--- config.mk ---
export PLATFORM = sky130hd
export DESIGN_NAME = bbc_unit
export DESIGN_NICKNAME = d
export VERILOG_FILES = /design/src/pkg/bbc_pkg.sv /design/src/rtl/bbc_unit.sv /design/src/rtl/bbc_chan_match.sv /design/src/rtl/bbc_avmm_port.sv
export VERILOG_INCLUDE_DIRS = /design/src /design/src/pkg
export SDC_FILE = /design/constraint.sdc
export NUM_CORES = 1
export LEC_CHECK = 0
export BUFFER_PORTS_ARGS = -buffer_cell sky130_fd_sc_hd__buf_4
export CORE_UTILIZATION = 40
export CTS_BUF_LIST = sky130_fd_sc_hd__clkbuf_8
export DETAILED_ROUTE_END_ITERATION = 8
export GPL_TIMING_DRIVEN = 0
export PLACE_DENSITY = 0.67
export REMOVE_ABC_BUFFERS = 1
export SYNTH_ARGS = -nofsm -noshare
export SYNTH_HDL_FRONTEND = slang
export SYNTH_SLANG_ARGS = --single-unit
export TNS_END_PERCENT = 5
--- constraint.sdc ---
create_clock -name core_clk_in -period 2 [get_ports core_clk_in]
set_clock_uncertainty 0.05 [all_clocks]
set_input_delay 0.3 -clock core_clk_in [delete_from_list [all_inputs] [get_ports core_clk_in]]
set_output_delay 0.3 -clock core_clk_in [all_outputs]
set_load 0.02 [all_outputs]
--- src/pkg/bbc_consts.svh ---
// Offsets, field positions, encodings and defaults of the break-condition unit.
// Assumes byte addressing on a 32-bit register bus, one aligned word per register.
`ifndef BBC_CONSTS_SVH
`define BBC_CONSTS_SVH
`define BBC_REG_STATUS 8'h00
`define BBC_REG_IRQ_MASK 8'h04
`define BBC_REG_CMD 8'h08
`define BBC_CH_BASE 8'h20
`define BBC_CH_CTRL 4'h0
`define BBC_CH_ADDR 4'h4
`define BBC_CH_AMASK 4'h8
`define BBC_CH_DATA 4'hc
`define BBC_CMD_DEL_ALL 0
`define BBC_CMD_DEL_LSB 8
`define BBC_CTL_EN 0
`define BBC_CTL_AIGN 1
`define BBC_CTL_AFTER 2
`define BBC_CTL_DIGN 3
`define BBC_CTL_SIZE_LSB 4
`define BBC_CTL_DIR_LSB 6
`define BBC_CTL_SEQ_LSB 8
`define BBC_CTL_CFG 11
`define BBC_SZ_LOW 2'h0
`define BBC_SZ_HIGH 2'h1
`define BBC_SZ_WORD 2'h2
`define BBC_DIR_ANY 2'h0
`define BBC_DIR_READ 2'h1
`define BBC_DIR_WRITE 2'h2
`define BBC_CH_NUM_DFLT 2
`define BBC_CH_NUM_MAX 14
`define BBC_ADDR_W_DFLT 24
`define BBC_WORD_ZERO 32'h0000_0000
`endif

--- src/pkg/bbc_pkg.sv ---
// Types shared by the break-condition unit.
// Assumes the constants header is compiled alongside.
package bbc_pkg;
  typedef struct packed {
    logic enable;
    logic addr_ignore;
    logic after_mode;
    logic data_ignore;
    logic [1:0] size;
    logic [1:0] dir;
    logic [2:0] seq;
    logic [31:0] addr;
    logic [31:0] amask;
    logic [15:0] data;
  } bbc_chan_t;
endpackage

--- src/rtl/bbc_unit.sv ---
// Break-condition unit: channel setup registers, bus matching, break and interrupt.
// Assumes an Avalon-MM master and an observed bus on the same 100 MHz clock.
`include "bbc_consts.svh"
module bbc_unit #(
  parameter int CH_NUM = `BBC_CH_NUM_DFLT,
  parameter int ADDR_W = `BBC_ADDR_W_DFLT
) (
  // Clock and reset
  input logic core_clk_in,
  input logic arst_n_in,
  // Avalon-MM register slave
  input logic [7:0] avs_address_in,
  input logic avs_read_in,
  input logic avs_write_in,
  input logic [31:0] avs_writedata_in,
  input logic [3:0] avs_byteenable_in,
  output logic [31:0] avs_readdata_out,
  output logic avs_waitrequest_out,
  // Observed processor bus
  input logic cpu_cycle_in,
  input logic [ADDR_W-1:0] cpu_addr_in,
  input logic [15:0] cpu_data_in,
  input logic cpu_write_in,
  input logic cpu_lane_lo_in,
  input logic cpu_lane_hi_in,
  input logic cpu_fetch_in,
  input logic cpu_exec_done_in,
  input logic [ADDR_W-1:0] cpu_exec_pc_in,
  // Emulator mode
  input logic emu_seq_mode_in,
  // Break and interrupt
  output logic brk_req_out,
  output logic irq_out
);
  import bbc_pkg::*;

  localparam logic [31:0] ADDR_KEEP = 32'((64'h1 << ADDR_W) - 64'h1);

  typedef struct packed {
    bbc_chan_t [CH_NUM-1:0] ch;
    logic [CH_NUM-1:0] configured;
    logic [CH_NUM-1:0] fetched;
    logic [CH_NUM-1:0] status;
    logic [CH_NUM-1:0] irq_mask;
    logic brk;
  } bbc_state_t;

  bbc_state_t st;
  bbc_state_t next_st;
  logic wr_take;
  logic [31:0] rd_word;
  logic [31:0] cur;
  logic [31:0] word;
  logic [CH_NUM-1:0] w1c;
  logic [CH_NUM-1:0] del;
  logic [CH_NUM-1:0] hit;
  logic [CH_NUM-1:0] en_vec;
  logic [CH_NUM-1:0] addr_ok;
  logic [CH_NUM-1:0] qual_ok;
  logic [CH_NUM-1:0] bus_hit;
  logic [CH_NUM-1:0] fetch_hit;
  logic [CH_NUM-1:0] exec_hit;
  logic any_en;
  logic del_any;

  if (CH_NUM < 1 || CH_NUM > `BBC_CH_NUM_MAX || ADDR_W < 1 || ADDR_W > 32) begin : g_bad_param
    $error("bbc_unit: CH_NUM or ADDR_W out of range");
  end

  ////////////////////////////////////////////////////////////////////////////////
  // Decode helpers

  function automatic logic chan_sel(input logic [7:0] a, input int i);
    logic [7:0] rel;
    rel = a - `BBC_CH_BASE;
    return (a >= `BBC_CH_BASE) && (rel[7:4] == 4'(i));
  endfunction

  function automatic logic [31:0] merge(input logic [31:0] old, input logic [31:0] nw,
                                        input logic [3:0] be);
    logic [31:0] r;
    r = old;
    for (int b = 0; b < 4; b++) begin
      if (be[b]) begin
        r[8*b +: 8] = nw[8*b +: 8];
      end
    end
    return r;
  endfunction

  function automatic logic [31:0] chan_word(input bbc_chan_t c, input logic cfgd,
                                            input logic [3:0] off);
    logic [31:0] w;
    w = `BBC_WORD_ZERO;
    case (off)
      `BBC_CH_CTRL: begin
        w[`BBC_CTL_EN] = c.enable;
        w[`BBC_CTL_AIGN] = c.addr_ignore;
        w[`BBC_CTL_AFTER] = c.after_mode;
        w[`BBC_CTL_DIGN] = c.data_ignore;
        w[`BBC_CTL_SIZE_LSB +: 2] = c.size;
        w[`BBC_CTL_DIR_LSB +: 2] = c.dir;
        w[`BBC_CTL_SEQ_LSB +: 3] = c.seq;
        w[`BBC_CTL_CFG] = cfgd;
      end
      `BBC_CH_ADDR: w = c.addr;
      `BBC_CH_AMASK: w = c.amask;
      `BBC_CH_DATA: w[15:0] = c.data;
      default: w = `BBC_WORD_ZERO;
    endcase
    return w;
  endfunction

  ////////////////////////////////////////////////////////////////////////////////
  // Bus slave and per-channel matchers

  bbc_avmm_port u_port (
    .core_clk_in(core_clk_in),
    .arst_n_in(arst_n_in),
    .avs_read_in(avs_read_in),
    .avs_write_in(avs_write_in),
    .rd_word_in(rd_word),
    .avs_waitrequest_out(avs_waitrequest_out),
    .avs_readdata_out(avs_readdata_out),
    .wr_take_out(wr_take)
  );

  for (genvar gi = 0; gi < CH_NUM; gi++) begin : g_ch
    bbc_chan_match #(.ADDR_W(ADDR_W)) u_match (
      .cfg_in(st.ch[gi]),
      .cpu_cycle_in(cpu_cycle_in),
      .cpu_addr_in(cpu_addr_in),
      .cpu_data_in(cpu_data_in),
      .cpu_write_in(cpu_write_in),
      .cpu_lane_lo_in(cpu_lane_lo_in),
      .cpu_lane_hi_in(cpu_lane_hi_in),
      .cpu_fetch_in(cpu_fetch_in),
      .cpu_exec_done_in(cpu_exec_done_in),
      .cpu_exec_pc_in(cpu_exec_pc_in),
      .addr_ok_out(addr_ok[gi]),
      .qual_ok_out(qual_ok[gi]),
      .bus_hit_out(bus_hit[gi]),
      .fetch_hit_out(fetch_hit[gi]),
      .exec_hit_out(exec_hit[gi])
    );
  end

  ////////////////////////////////////////////////////////////////////////////////
  // Next state

  always_comb begin
    next_st = st;
    rd_word = `BBC_WORD_ZERO;
    cur = `BBC_WORD_ZERO;
    word = merge(`BBC_WORD_ZERO, avs_writedata_in, avs_byteenable_in);
    w1c = '0;
    del = '0;
    hit = '0;
    en_vec = '0;
    if (avs_address_in == `BBC_REG_STATUS) begin
      rd_word[CH_NUM-1:0] = st.status;
    end else if (avs_address_in == `BBC_REG_IRQ_MASK) begin
      rd_word[CH_NUM-1:0] = st.irq_mask;
    end
    if (wr_take) begin
      if (avs_address_in == `BBC_REG_STATUS) begin
        w1c = word[CH_NUM-1:0];
      end
      if (avs_address_in == `BBC_REG_IRQ_MASK) begin
        next_st.irq_mask = word[CH_NUM-1:0];
      end
      if (avs_address_in == `BBC_REG_CMD) begin
        del = word[`BBC_CMD_DEL_LSB +: CH_NUM];
        if (word[`BBC_CMD_DEL_ALL]) begin
          del = '1;
        end
      end
    end
    for (int i = 0; i < CH_NUM; i++) begin
      en_vec[i] = st.configured[i] & st.ch[i].enable;
      // Enable gates the break only; setup stays untouched
      hit[i] = en_vec[i] & (st.ch[i].after_mode ? (st.fetched[i] & exec_hit[i])
                                                 : bus_hit[i]);
      // Pending fetch resolves at the next completed instruction
      next_st.fetched[i] = st.ch[i].after_mode & st.configured[i] &
                           (fetch_hit[i] | (st.fetched[i] & ~cpu_exec_done_in));
      if (chan_sel(avs_address_in, i)) begin
        cur = chan_word(st.ch[i], st.configured[i], avs_address_in[3:0]);
        rd_word = cur;
        if (wr_take) begin
          word = merge(cur, avs_writedata_in, avs_byteenable_in);
          case (avs_address_in[3:0])
            `BBC_CH_CTRL: begin
              // A channel without conditions cannot be enabled
              next_st.ch[i].enable = word[`BBC_CTL_EN] & st.configured[i];
              next_st.ch[i].addr_ignore = word[`BBC_CTL_AIGN];
              next_st.ch[i].after_mode = word[`BBC_CTL_AFTER];
              next_st.ch[i].data_ignore = word[`BBC_CTL_DIGN];
              next_st.ch[i].size = word[`BBC_CTL_SIZE_LSB +: 2];
              next_st.ch[i].dir = word[`BBC_CTL_DIR_LSB +: 2];
              if (emu_seq_mode_in) begin
                next_st.ch[i].seq = word[`BBC_CTL_SEQ_LSB +: 3];
              end
            end
            `BBC_CH_ADDR: begin
              next_st.ch[i].addr = word & ADDR_KEEP;
              next_st.configured[i] = 1'b1;
            end
            `BBC_CH_AMASK: begin
              next_st.ch[i].amask = word & ADDR_KEEP;
              next_st.configured[i] = 1'b1;
            end
            `BBC_CH_DATA: begin
              next_st.ch[i].data = word[15:0];
              next_st.configured[i] = 1'b1;
            end
            default: begin
              next_st.configured[i] = st.configured[i];
            end
          endcase
        end
      end
      if (del[i]) begin
        next_st.ch[i] = '0;
        next_st.configured[i] = 1'b0;
        next_st.fetched[i] = 1'b0;
      end
    end
    // A break in the clearing cycle survives the clear
    next_st.status = (st.status & ~w1c) | hit;
    next_st.brk = |hit;
  end

  always_ff @(posedge core_clk_in or negedge arst_n_in) begin
    if (!arst_n_in) begin
      st <= '0;
    end else begin
      st <= next_st;
    end
  end

  assign brk_req_out = st.brk;
  assign irq_out = |(st.status & st.irq_mask);
  assign any_en = |en_vec;
  assign del_any = |del;
endmodule

--- src/rtl/bbc_chan_match.sv ---
// Combinational match of one break channel against the observed bus.
// Assumes bus inputs come from logic on the same clock; no synchronising.
`include "bbc_consts.svh"
module bbc_chan_match #(
  parameter int ADDR_W = `BBC_ADDR_W_DFLT
) (
  // Channel setup
  input bbc_pkg::bbc_chan_t cfg_in,
  // Observed processor bus
  input logic cpu_cycle_in,
  input logic [ADDR_W-1:0] cpu_addr_in,
  input logic [15:0] cpu_data_in,
  input logic cpu_write_in,
  input logic cpu_lane_lo_in,
  input logic cpu_lane_hi_in,
  input logic cpu_fetch_in,
  input logic cpu_exec_done_in,
  input logic [ADDR_W-1:0] cpu_exec_pc_in,
  // Results
  output logic addr_ok_out,
  output logic qual_ok_out,
  output logic bus_hit_out,
  output logic fetch_hit_out,
  output logic exec_hit_out
);
  import bbc_pkg::*;

  logic [ADDR_W-1:0] addr_diff;
  logic [ADDR_W-1:0] pc_diff;
  logic size_ok;
  logic data_eq;
  logic dir_ok;

  // Mask bit set means that bit matches anything
  assign addr_diff = (cpu_addr_in ^ cfg_in.addr[ADDR_W-1:0]) & ~cfg_in.amask[ADDR_W-1:0];
  assign pc_diff = (cpu_exec_pc_in ^ cfg_in.addr[ADDR_W-1:0]) & ~cfg_in.amask[ADDR_W-1:0];
  assign addr_ok_out = cfg_in.addr_ignore | (addr_diff == '0);

  always_comb begin
    size_ok = 1'b0;
    data_eq = 1'b0;
    unique case (cfg_in.size)
      `BBC_SZ_LOW: begin
        size_ok = cpu_lane_lo_in & ~cpu_lane_hi_in;
        data_eq = cpu_data_in[7:0] == cfg_in.data[7:0];
      end
      `BBC_SZ_HIGH: begin
        size_ok = cpu_lane_hi_in & ~cpu_lane_lo_in;
        data_eq = cpu_data_in[15:8] == cfg_in.data[7:0];
      end
      `BBC_SZ_WORD: begin
        size_ok = cpu_lane_hi_in & cpu_lane_lo_in;
        data_eq = cpu_data_in == cfg_in.data;
      end
      default: begin
        size_ok = 1'b0;
      end
    endcase
  end

  // Unused direction code behaves as either direction
  assign dir_ok = (cfg_in.dir == `BBC_DIR_READ) ? ~cpu_write_in :
                  (cfg_in.dir == `BBC_DIR_WRITE) ? cpu_write_in : 1'b1;
  assign qual_ok_out = size_ok & (cfg_in.data_ignore | data_eq) & dir_ok;
  // After mode looks at the address only
  assign bus_hit_out = cpu_cycle_in & ~cfg_in.after_mode & addr_ok_out & qual_ok_out;
  assign fetch_hit_out = cpu_cycle_in & cpu_fetch_in & cfg_in.after_mode & addr_ok_out;
  assign exec_hit_out = cpu_exec_done_in & cfg_in.after_mode &
                        (cfg_in.addr_ignore | (pc_diff == '0));
endmodule

--- src/rtl/bbc_avmm_port.sv ---
// Avalon-MM slave handshake: one wait cycle, registered read data.
// Assumes the master holds address, direction and data until waitrequest is low.
module bbc_avmm_port (
  // Clock and reset
  input logic core_clk_in,
  input logic arst_n_in,
  // Bus request
  input logic avs_read_in,
  input logic avs_write_in,
  input logic [31:0] rd_word_in,
  // Bus answer
  output logic avs_waitrequest_out,
  output logic [31:0] avs_readdata_out,
  output logic wr_take_out
);
  typedef struct packed {
    logic ack;
    logic [31:0] rdata;
  } bbc_port_state_t;

  bbc_port_state_t st;
  bbc_port_state_t next_st;
  logic req;

  assign req = avs_read_in | avs_write_in;

  always_comb begin
    next_st = st;
    next_st.ack = req & ~st.ack;
    // Capture in the wait cycle so data stand at the accepting edge
    if (avs_read_in && !st.ack) begin
      next_st.rdata = rd_word_in;
    end
  end

  always_ff @(posedge core_clk_in or negedge arst_n_in) begin
    if (!arst_n_in) begin
      st <= '0;
    end else begin
      st <= next_st;
    end
  end

  assign avs_waitrequest_out = req & ~st.ack;
  assign avs_readdata_out = st.rdata;
  assign wr_take_out = avs_write_in & st.ack;
endmodule

==> results.json <==
{
  "start_util_pct": 41.0,
  "p_per_area_nw_per_um2": 612,
  "maxSlewHeadroom_pct": 35.2,
  "cts-root-buf": "clkbuf_8",
  "overflow": 0,
  "fin_nets": 1443,
  "clock_sinks": 184,
  "diodes": 0,
  "die_w_um": 169,
  "holdWs_ps": 51.7,
  "rows": 60,
  "placed_cells": 1658,
  "regArea_sq_um": 4620,
  "worst_hold_path.endpoint": "u_port.st[32]",
  "clkPwrFrac_pct": 37.5,
  "holdCritStartpoint": "avs_read_in",
  "hold_viol_final": 0,
  "r2r_end": "brk_req_out",
  "busiest_layer": "met2",
  "ys_warn_count": 0,
  "place_congestion": 0.966,
  "intPower_mw": 5.88,
  "syn_area_per_cell_sq_um": 8.98,
  "met3_usage_pct": 5.49,
  "synth_edf_count": 0,
  "grt_max_degree": 102,
  "cts_tree": "done",
  "coreArea_sq_um": 27100,
  "startpoint_type": "register",
  "clkLatencyLatePin_ps": 480,
  "crit_type": "reg2reg",
  "switching_share_pct": 28.0,
  "drc": 0,
  "synthCells": 1238,
  "fin_crit_sh_pct": 125,
  "leakage_nw": 5.45,
  "fin_cells": 1708,
  "drt-total-wl_mm": 39.3,
  "multi_input_area_sq_um": 6210,
  "cap_violations": 0,
  "maxSlewViolCount": 0,
  "synth-seq-cells": 184,
  "cp.arrival_ps": 2860,
  "use_met1_pct": 38.6,
  "drive_above_1_share_pct": 21.6,
  "numCtsBuffers": 17,
  "async_flop_share_pct": 100,
  "worstPathRequired_ps": 2350,
  "io_pins": 154,
  "clk_pin_slew_ps": 100,
  "final_util_pct": 49.2,
  "path_cells": "xnor2_2 -> o22ai_1 -> or4_1 -> or4_4 -> nor4_4 -> o22ai_2 -> nand3_1",
  "grt_use_met2_pct": 42.1,
  "pwr-share-comb_pct": 14.5,
  "first_pass_iters": 5,
  "rsz0062_at_grt": "yes",
  "die_h_um": 169,
  "die_area_sq_um": 28500,
  "syn2layout_area_growth_pct": 19.9,
  "fillers": 2536,
  "setup_ws_ps": -510,
  "htreeDepth": 4,
  "syn_area_sq_um": 11100,
  "critPathMaxFanout": 4,
  "period_needed_ps": 2510,
  "dp_hpwl_mm": 28.6,
  "tightestPinTransition_ps": 972,
  "ir_worst_vdd_v": 0.000355,
  "vias": 10000,
  "slowest_stage": "or4_1",
  "r2r_start": "st[67]",
  "drt.antenna.violating_nets": 0,
  "status": "finished, violations left",
  "grt_usage_pct": 27.7,
  "yosysSeqAreaShare_pct": 41.4,
  "ys.flop_type": "dfrtp_1",
  "rr_worst_depth": 7,
  "cts_buffer_depth": 2,
  "portBuffers": 136,
  "wl_per_cell_um": 23.0,
  "antenna_found_initial": 0,
  "slowest_delay_ps": 540,
  "endpoint_kind": "register",
  "violations": "negative setup slack",
  "ys_types": 61,
  "hold_depth": 3,
  "p_sw_mw": 2.28,
  "drt_iter0_drc": 935,
  "setup_violations": 5,
  "r2r_slack_ps": -510,
  "fmax_mhz": 398,
  "pwr-share-seq_pct": 48.1,
  "grt_pass1_wl_mm": 58.6,
  "viasPerCell": 5.87,
  "grt_pass1_vias": 9577,
  "hp-class": "in2reg"
}
[kinds of logic (layout without fill, tap and decap cells)]
family / count (synthesis) / after routing / synth area share, %
other: 1 / 8 / 0.0337
DFF: 184 / 184 / 41.4
muxes: 55 / 55 / 7.78
buffers and inverters: 130 / 220 / 5.74
xor gates and xnor gates: 140 / 140 / 11.0
AOI/OAI and AO/OA: 348 / 349 / 18.8
and+or+nand+nor: 379 / 379 / 15.1
adders and majority gates: 1 / 1 / 0.113
[worst max-delay path by stage]
stage,slack [ps],cells after the start,start,end
after CTS,-420,7,st[63],brk_req_out
after global placement,-4230,8,avs_address_in[5],st[26]
final,-510,7,st[67],brk_req_out
after floorplan,-1640,7,avs_address_in[5],st[25]
after global routing,-570,7,st[67],brk_req_out
after detailed placement,-2120,12,avs_address_in[5],st[15]
[repair_timing]
item                                   in CTS  in global routing
setup buffers                               9                  7
pin swaps                                   6                 13
endpoints found under the hold margin      83                  0
gates resized for setup                    39                 25
hold buffers                                1                  0
cloned                                      0                  1
setup endpoints to repair                 166                121
[layout by cell type (no fill, tap or decap), types with 6 or more instances in the layout]
cell      instances
nand2_1         220
dfrtp_1         175
o21ai_0         171
buf_4           146
xnor2_1         121
o22ai_1          51
nand3_1          50
nor2_1           40
a21oi_1          30
mux4_2           23
mux2i_1          23
o22a_1           22
inv_1            21
clkbuf_8         19
a22oi_1          16
xor2_1           12
nand4_1          10
a22o_1            9
dfrtp_2           9
mux2_2            8
a211o_1           8
conb_1            8
xnor2_2           7
nor4_1            7
buf_12            7
o21ai_1           6
buf_8             6
[per-layer routing]
metal,vias up,share of wire [%]
met5,-,0
met2,543,45
met3,97,9.0
met4,0,4.2
met1,4881,42
li1,4512,-
[state kept, by name, indices dropped and copies added, names as in the netlist]
register / count
u_port.st: 1
u_port.avs_readdata_out: 24
brk_req_out: 1
st: 158
[power by group through the flow]
stage          sequential, mW  clock (mW)  combinational (mW)
6_report                 3.92        3.06                1.18
5_1_grt                  3.93        3.22                1.27
4_1_cts                  3.91        3.08                1.15
3_5_place_dp             3.98           0                1.12
3_3_place_gp             3.98           0                1.07
2_1_floorplan            3.94           0               0.529
[through the flow]
| stage | setup WS, ps | TNS [ps] | power [mW] | cell area, sq um |
|---|---|---|---|---|
| floorplan | -1640 | -176830 | 4.47 | 10600 |
| global placement | -4230 | -701230 | 5.05 | 12100 |
| detailed placement | -2120 | -251880 | 5.11 | 12400 |
| CTS | -416 | -983 | 8.15 | 13100 |
| global route | -575 | -1710 | 8.42 | 13300 |
| finish | -510 | -1150 | 8.16 | 13300 |
[synth_stat cells, drive strengths merged, types with 23 or more instances]
cell	n	share of area, %
a21oi	32	1.4
buf	56	3.2
clkbuf	53	1.8
dfrtp	184	41
mux2i	23	2.1
mux4	24	4.9
nand2	226	7.7
nand3	51	2.3
nor2	42	1.4
o21ai	179	8.1
o22ai	53	3.0
xnor2	128	10
[worst max-delay path: cells and delay by family, from the launching register on]
family          cells  cell delay [ps]
compound gates      2              230
xor+xnor            1              190
flops               1              460
simple gates        4             1510
[layout make-up]
class                      instances  share of cell area (%)
multi-input combinational        932                    46.6
timing repair buffer             167                    11.1
clock buffer                      19                    1.96
clock inverter                    13                    1.61
sequential                       184                    34.6
inverter                          21                   0.591
tap                              372                    3.49
Power figures use the tool's default switching activity.
